File: src/hw/rclc_pkg.sv
// Purpose: Shared constants of the reset cause and lockup control block
// Assumes: 32-bit APB, byte addresses, pclk at 125 MHz
// Notes: Interrupt registers use the cause bit layout of the status word
package rclc_pkg;

  // Register byte addresses
  localparam logic [31:0] RCLC_STATUS_ADDR = 32'h4000_000C;
  localparam logic [31:0] RCLC_IRQ_STAT_ADDR = 32'h4000_0010;
  localparam logic [31:0] RCLC_IRQ_MASK_ADDR = 32'h4000_0014;

  // Field positions
  localparam int RCLC_PIN_BIT = 0;
  localparam int RCLC_SWREQ_BIT = 1;
  localparam int RCLC_HANG_BIT = 2;
  localparam int RCLC_DEBUG_BIT = 3;
  localparam int RCLC_ALLOWED_BIT = 7;
  localparam int RCLC_HANG_KEY_LSB = 0;
  localparam int RCLC_DEBUG_KEY_LSB = 16;
  localparam int RCLC_CAUSES = 4;

  // Keys
  localparam logic [7:0] RCLC_HANG_KEY = 8'hC9;
  localparam logic [7:0] RCLC_DEBUG_KEY = 8'h3A;

  // Reset values
  localparam logic [3:0] RCLC_FLAGS_RST = 4'h1;
  localparam logic [3:0] RCLC_IRQ_RST = 4'h0;
  localparam logic [7:0] RCLC_DEBUG_FIELD_RST = 8'h00;
  localparam logic [31:0] RCLC_ZERO_WORD = 32'h0000_0000;

  // Timing
  localparam int RCLC_CLK_PERIOD_NS = 8;
  localparam int RCLC_RST_PULSE_NS = 128;
  localparam int RCLC_RST_PULSE_CYCLES =
    (RCLC_RST_PULSE_NS + RCLC_CLK_PERIOD_NS - 1) / RCLC_CLK_PERIOD_NS;

  // Reset sequencer states
  typedef enum logic {
    RCLC_SEQ_RUN,
    RCLC_SEQ_HOLD
  } rclc_seq_t;

endpackage

File: src/hw/rclc_sync.sv
// Purpose: Two flip-flop synchroniser for pin inputs
// Assumes: Input is asynchronous to pclk
// Notes: Only the second stage may be read by other logic
module rclc_sync #(
  parameter int WIDTH = 1,
  parameter logic [WIDTH-1:0] RST_VAL = '1
) (
  // Clock and reset
  input wire logic pclk,
  input wire logic presetn,
  // Data
  input wire logic [WIDTH-1:0] async_in,
  output logic [WIDTH-1:0] sync_out
);

  logic [WIDTH-1:0] stage1;

  always_ff @(posedge pclk or negedge presetn) begin
    if (!presetn) begin
      stage1 <= RST_VAL;
      sync_out <= RST_VAL;
    end else begin
      stage1 <= async_in;
      sync_out <= stage1;
    end
  end

endmodule

File: src/hw/rclc_top.sv
// Purpose: Reset cause recording, lockup reset enable and debug reset
// Assumes: Core and debug port logic run on pclk; reset pin is async
// Notes: presetn is the power-on reset of this block only
module rclc_top
  import rclc_pkg::*;
#(
  parameter int RST_CYCLES = RCLC_RST_PULSE_CYCLES
) (
  // Clock and reset
  input wire logic pclk,
  input wire logic presetn,
  // APB slave
  input wire logic psel,
  input wire logic penable,
  input wire logic pwrite,
  input wire logic [31:0] paddr,
  input wire logic [31:0] pwdata,
  output logic [31:0] prdata,
  output logic pready,
  output logic pslverr,
  // Reset sources
  input wire logic ext_reset_pin_n,
  input wire logic soft_reset_req,
  input wire logic core_lockup,
  // Debug port write path
  input wire logic dbg_wr,
  input wire logic [31:0] dbg_wdata,
  // System reset and interrupt
  output logic sys_reset,
  output logic irq
);

  localparam int CW = $clog2(RST_CYCLES + 1);

  // State
  logic pin_reset_flag;
  logic software_reset_request_flag;
  logic core_hang_reset_flag;
  logic debug_reset_flag;
  logic hang_reset_allowed;
  logic [7:0] debug_reset_key_field;
  logic [3:0] irq_status;
  logic [3:0] irq_mask;
  logic pin_sync_n;
  logic pin_prev;
  rclc_seq_t seq_state;
  logic [CW-1:0] hold_cnt;

  // Combinational nets
  wire logic [3:0] flags;
  wire logic [3:0] cause_evt;
  wire logic any_evt;
  wire logic pin_event;
  wire logic hang_event;
  wire logic debug_event;
  wire logic acc_first;
  wire logic done;
  wire logic sel_status;
  wire logic sel_istat;
  wire logic sel_imask;
  wire logic mapped;
  wire logic rd_clr;
  wire logic wr_status;
  wire logic wr_istat;
  wire logic wr_imask;
  wire logic [31:0] status_word;
  wire logic [31:0] rd_mux;
  wire logic [3:0] next_flags;
  wire logic [3:0] next_irq_status;
  wire logic [3:0] next_irq_mask;
  wire logic next_allowed;
  wire logic [7:0] next_debug_field;
  rclc_seq_t next_seq_state;
  logic [CW-1:0] next_hold_cnt;

  function automatic logic key_match(input logic [31:0] word,
                                     input int lsb,
                                     input logic [7:0] key);
    key_match = (word[lsb +: 8] == key);
  endfunction

  // Pin synchroniser
  rclc_sync #(
    .WIDTH(1),
    .RST_VAL(1'b1)
  ) u_pin_sync (
    .pclk(pclk),
    .presetn(presetn),
    .async_in(ext_reset_pin_n),
    .sync_out(pin_sync_n)
  );

  // Cause detection
  assign pin_event = !pin_sync_n && pin_prev;
  assign hang_event = core_lockup && hang_reset_allowed;
  assign debug_event = dbg_wr &&
    key_match(dbg_wdata, RCLC_DEBUG_KEY_LSB, RCLC_DEBUG_KEY);
  assign cause_evt = {debug_event, hang_event, soft_reset_req, pin_event};
  assign any_evt = |cause_evt;

  // APB decode
  assign acc_first = psel && penable && !pready;
  assign done = psel && penable && pready;
  assign sel_status = (paddr == RCLC_STATUS_ADDR);
  assign sel_istat = (paddr == RCLC_IRQ_STAT_ADDR);
  assign sel_imask = (paddr == RCLC_IRQ_MASK_ADDR);
  assign mapped = sel_status || sel_istat || sel_imask;
  assign rd_clr = done && !pwrite && sel_status;
  assign wr_status = done && pwrite && sel_status;
  assign wr_istat = done && pwrite && sel_istat;
  assign wr_imask = done && pwrite && sel_imask;

  // Read data
  assign flags = {debug_reset_flag, core_hang_reset_flag,
                  software_reset_request_flag, pin_reset_flag};
  assign status_word = {8'h00, debug_reset_key_field, 8'h00,
                        hang_reset_allowed, 3'h0, flags};
  assign rd_mux = sel_status ? status_word :
                  sel_istat ? {28'h000_0000, irq_status} :
                  sel_imask ? {28'h000_0000, irq_mask} : RCLC_ZERO_WORD;

  assign next_flags = (flags & ~{RCLC_CAUSES{rd_clr}}) | cause_evt;

  // Interrupt status and mask
  assign next_irq_status =
    (irq_status & ~(wr_istat ? pwdata[3:0] : 4'h0)) | cause_evt;
  assign next_irq_mask = wr_imask ? pwdata[3:0] : irq_mask;

  assign next_allowed = any_evt ? 1'b0 :
    wr_status ? key_match(pwdata, RCLC_HANG_KEY_LSB, RCLC_HANG_KEY) :
    dbg_wr ? key_match(dbg_wdata, RCLC_HANG_KEY_LSB, RCLC_HANG_KEY) :
    hang_reset_allowed;

  // only the debug port writes it
  assign next_debug_field = dbg_wr ? dbg_wdata[RCLC_DEBUG_KEY_LSB +: 8] :
                            debug_reset_key_field;

  // Reset pulse sequencer
  always_comb begin
    next_seq_state = seq_state;
    next_hold_cnt = hold_cnt;
    case (seq_state)
      RCLC_SEQ_RUN: begin
        if (any_evt) begin
          next_seq_state = RCLC_SEQ_HOLD;
          next_hold_cnt = CW'(RST_CYCLES - 1);
        end
      end
      RCLC_SEQ_HOLD: begin
        if (any_evt) begin
          next_hold_cnt = CW'(RST_CYCLES - 1);
        end else if (hold_cnt == '0) begin
          next_seq_state = RCLC_SEQ_RUN;
        end else begin
          next_hold_cnt = hold_cnt - 1'b1;
        end
      end
      default: begin
        next_seq_state = RCLC_SEQ_RUN;
        next_hold_cnt = '0;
      end
    endcase
  end

  // APB answer
  always_ff @(posedge pclk or negedge presetn) begin
    if (!presetn) begin
      pready <= 1'b0;
      pslverr <= 1'b0;
      prdata <= RCLC_ZERO_WORD;
    end else begin
      pready <= acc_first;
      if (acc_first) begin
        pslverr <= !mapped;
        prdata <= pwrite ? RCLC_ZERO_WORD : rd_mux;
      end else begin
        pslverr <= 1'b0;
        prdata <= RCLC_ZERO_WORD;
      end
    end
  end

  // Cause flags and control
  always_ff @(posedge pclk or negedge presetn) begin
    if (!presetn) begin
      {debug_reset_flag, core_hang_reset_flag,
       software_reset_request_flag, pin_reset_flag} <= RCLC_FLAGS_RST;
      hang_reset_allowed <= 1'b0;
      debug_reset_key_field <= RCLC_DEBUG_FIELD_RST;
      pin_prev <= 1'b1;
    end else begin
      {debug_reset_flag, core_hang_reset_flag,
       software_reset_request_flag, pin_reset_flag} <= next_flags;
      hang_reset_allowed <= next_allowed;
      debug_reset_key_field <= next_debug_field;
      pin_prev <= pin_sync_n;
    end
  end

  // Interrupt registers
  always_ff @(posedge pclk or negedge presetn) begin
    if (!presetn) begin
      irq_status <= RCLC_IRQ_RST;
      irq_mask <= RCLC_IRQ_RST;
      irq <= 1'b0;
    end else begin
      irq_status <= next_irq_status;
      irq_mask <= next_irq_mask;
      irq <= |(next_irq_status & next_irq_mask);
    end
  end

  // Sequencer registers
  always_ff @(posedge pclk or negedge presetn) begin
    if (!presetn) begin
      seq_state <= RCLC_SEQ_RUN;
      hold_cnt <= '0;
      sys_reset <= 1'b0;
    end else begin
      seq_state <= next_seq_state;
      hold_cnt <= next_hold_cnt;
      sys_reset <= (next_seq_state == RCLC_SEQ_HOLD);
    end
  end
endmodule

File: config.mk
export PLATFORM = sky130hd
export DESIGN_NAME = rclc_top
export DESIGN_NICKNAME = d
export VERILOG_FILES = /design/src/hw/rclc_pkg.sv /design/src/hw/rclc_sync.sv /design/src/hw/rclc_top.sv
export SDC_FILE = /design/constraint.sdc
export NUM_CORES = 1
export LEC_CHECK = 0
export BUFFER_PORTS_ARGS = -buffer_cell sky130_fd_sc_hd__buf_2
export CORE_ASPECT_RATIO = 1.5
export CORE_MARGIN = 5
export CORE_UTILIZATION = 44
export DETAILED_ROUTE_END_ITERATION = 10
export HOLD_SLACK_MARGIN = 0.08
export PLACE_DENSITY = 0.82
export SLEW_MARGIN = 20
export SYNTH_ARGS = -nofsm -noshare
export SYNTH_HDL_FRONTEND = slang
export SYNTH_SLANG_ARGS = --single-unit
File: constraint.sdc
create_clock -name pclk -period 2.8 [get_ports pclk]
set_clock_uncertainty 0.05 [all_clocks]
set_input_delay 0.28 -clock pclk [delete_from_list [all_inputs] [get_ports pclk]]
set_output_delay 0.28 -clock pclk [all_outputs]
set_load 0.05 [all_outputs]
==> flow_summary.yaml <==
status:
  status: "complete, no violations"
timing:
  worst_pin_slew_ns: 0.740
  relSlewSlack: 0.506
  setup_violations: 0
  finalHoldViolations: 0
  rsz0062_at_grt: "false"
  timing.final.crit_period_ns: 1.92
  period_share: 0.685
  maxSlewViolCount: 0
  fmax_ghz: 0.522
  finalSetupTns_ns: 0
worst_setup_path:
  ff2ff_path_depth: 7
  cp-start-kind: "flip-flop"
  critPathKind: "reg2reg"
  cp.arrival_ns: 2.06
  endpoint_kind: "flip-flop"
  critPathMaxFanout: 7
  crit_start: "hold_cnt[0]$_DFFE_PN0P_"
  r2r_slack_ns: 0.88
  cp.required_ns: 2.94
  rr_endpoint: "hold_cnt[4]$_DFFE_PN0P_"
  reg2reg_from: "hold_cnt[0]$_DFFE_PN0P_"
floorplanning:
  start_util: 0.448
  ios: 141
  die_area_um2: 6800
  dieWidth_um: 69.0
  core_um2: 5120
  rows: 32
  die_y_um: 98.5
routing:
  wire_per_inst_um: 13.7
  routed_wl_um: 4970
  vias: 1847
  drt_iter0_markers: 93
  post-route-drc-count: 0
  dr.pass1.iters: 4
  ant_nets: 0
  via_per_inst: 5.10
global_route:
  grtUsageMet1: 0.197
  first_global_vias: 1858
  grt_max_degree: 47
  grt_use_total: 0.157
  grt_pass1_wl_um: 8140
  grt_overflow: 0
  gr-usage-met3: 0.0342
  use_met2: 0.249
  antenna_found_initial: 0
  top_usage_layer: "met2"
logic_synthesis:
  synthDistinctLibCells: 45
  netlist_top_cells_count: "dfrtp_1 (42), buf_4 (20), and2_1 (13)"
  synth-edff-count: 0
  ys_ff_latch: 46
  async_flop_share: 1.00
  synth_area_leader_cell: "dfrtp_1"
  yosysWarnings: 0
  ys_seq_area_frac: 0.503
  netlist.area_leader.share: 0.458
  netlist_instances: 211
  yosys-top-cells-area: "dfrtp_1 (46%), buf_4 (6.5%), mux2_2 (5.9%)"
  yosys.cell_count.top_type: "dfrtp_1"
  ys.flop_type: "dfrtp_1"
  avgSynthCellArea_um2: 10.9
  synth_area_um2: 2300
run:
  cap_violations: 0
clock_tree:
  cts_max_level: 2
  cts.sinks: 46
  clk_path_buf_depth: 2
  ctsResizeCount: 0
  insertion_delay_ns: 0.29
  cts_tree: "yes"
  cts_buffers: 5
  cts_root_buf: "clkbuf_8"
  clk_pin_slew_ns: 0.08
finish:
  diodes: 0
  syn_to_final_growth_pct: 22.4
  fillers: 485
  multi_input_area_um2: 991
  drive_above_1_share: 0.374
  nNetsFinal: 400
  seq_area_um2: 1160
power_and_ir_drop:
  p_per_area_nw_per_um2: 483
  power.total_mw: 1.36
  ir_drop_mv: 0.240
  p_leak_nw: 1.37
hold_path:
  min_to: "debug_reset_key_field[5]$_DFFE_PN0P_"
  hold_path.startpoint: "dbg_wdata[21]"
  hold_class: "in2reg"
  hold_depth: 2
placed_design:
  routabilityCongestion: 0.850
  port_buffers: 81
  dpl.hpwl_um: 4000
==> power by group <==
part | internal (mW) | total, mW | switching [mW] | leakage [nW]
clock network | 0.266 | 0.478 | 0.212 | 0.0514
logic | 0.0633 | 0.182 | 0.119 | 0.776
registers | 0.686 | 0.697 | 0.0106 | 0.543
==> worst max-delay path by stage <==
stage | to | slack, ns | depth (start not counted)
after floorplan | irq$_DFF_PN0_ | 0.99 | 6
after global placement | irq_status[2]$_DFF_PN0_ | 0.78 | 6
after global routing | hold_cnt[4]$_DFFE_PN0P_ | 0.76 | 7
final | hold_cnt[4]$_DFFE_PN0P_ | 0.88 | 7
after CTS | hold_cnt[4]$_DFFE_PN0P_ | 0.89 | 7
after detailed placement | irq_status[2]$_DFF_PN0_ | 0.72 | 6
==> per-stage QoR <==
step,hold slack [ns],setup WS [ns],util,cell area [um2],std cells
finish,0.184,0.883,0.549,2810,362
floorplan,-0.0656,0.992,-,2360,229
detailed placement,0.300,0.720,0.523,2680,352
CTS,0.123,0.885,0.546,2800,361
global placement,0.297,0.783,0.523,2680,352
global route,0.183,0.764,0.549,2810,362
==> layer usage <==
layer / vias up / share of wire
li1: 886 / -
met1: 849 / 0.39
met2: 96 / 0.49
met3: 16 / 0.092
met4: 0 / 0.034
met5: - / 0
==> cell families after synthesis <==
logic type / Yosys count / synth area share
simple gates: 81 / 0.215
flops: 46 / 0.503
buf+inv: 36 / 0.0948
compound gates: 29 / 0.101
mux: 12 / 0.0588
xor+xnor: 4 / 0.0153
fa+ha+maj: 2 / 0.0109
other cells: 1 / 0.00163
==> final cells by class <==
class                      instances  area share
timing repair buffer              84       0.155
multi-input combinational        147       0.352
clock inverter                     2      0.0134
tap                               68      0.0303
sequential                        46       0.411
inverter                           9      0.0120
clock buffer                       6      0.0258
==> flip-flops by register name, summed over array words and instances, names as in the netlist <==
signal	count
hold_cnt	5
debug_reset_flag	1
debug_reset_key_field	8
pready	1
core_hang_reset_flag	1
prdata	13
u_pin_sync.sync_out	1
pin_reset_flag	1
pin_prev	1
hang_reset_allowed	1
software_reset_request_flag	1
irq_mask	4
irq	1
pslverr	1
irq_status	4
u_pin_sync.stage1	1
seq_state	1
==> placed cells by master (no fill, tap or decap), drive strengths merged, types with 5 or more instances in the layout <==
cell | netlist | routed
and2 | 13 | 13
nand2 | 11 | 11
conb | 1 | 19
buf | 26 | 82
mux2 | 12 | 12
nand4 | 5 | 5
a31oi | 5 | 5
inv | 9 | 9
dfrtp | 42 | 42
nor4 | 9 | 9
clkbuf | 1 | 6
nor2 | 11 | 11
and4 | 8 | 8
==> critical path, stage by stage (launching register included) <==
cell,delay (ns)
dfrtp_1,0.39
inv_1,0.11
ha_1,0.16
inv_1,0.05
o41ai_2,0.60
nor4_1,0.13
xor2_1,0.16
and2_1,0.16
==> timing repair <==
| action | CTS | global route |
|---|---|---|
| hold buffers | 1 | 1 |
| setup buffers | 0 | 0 |
| endpoints found under the hold margin | 1 | 42 |
(Power assumes the default switching activity.)
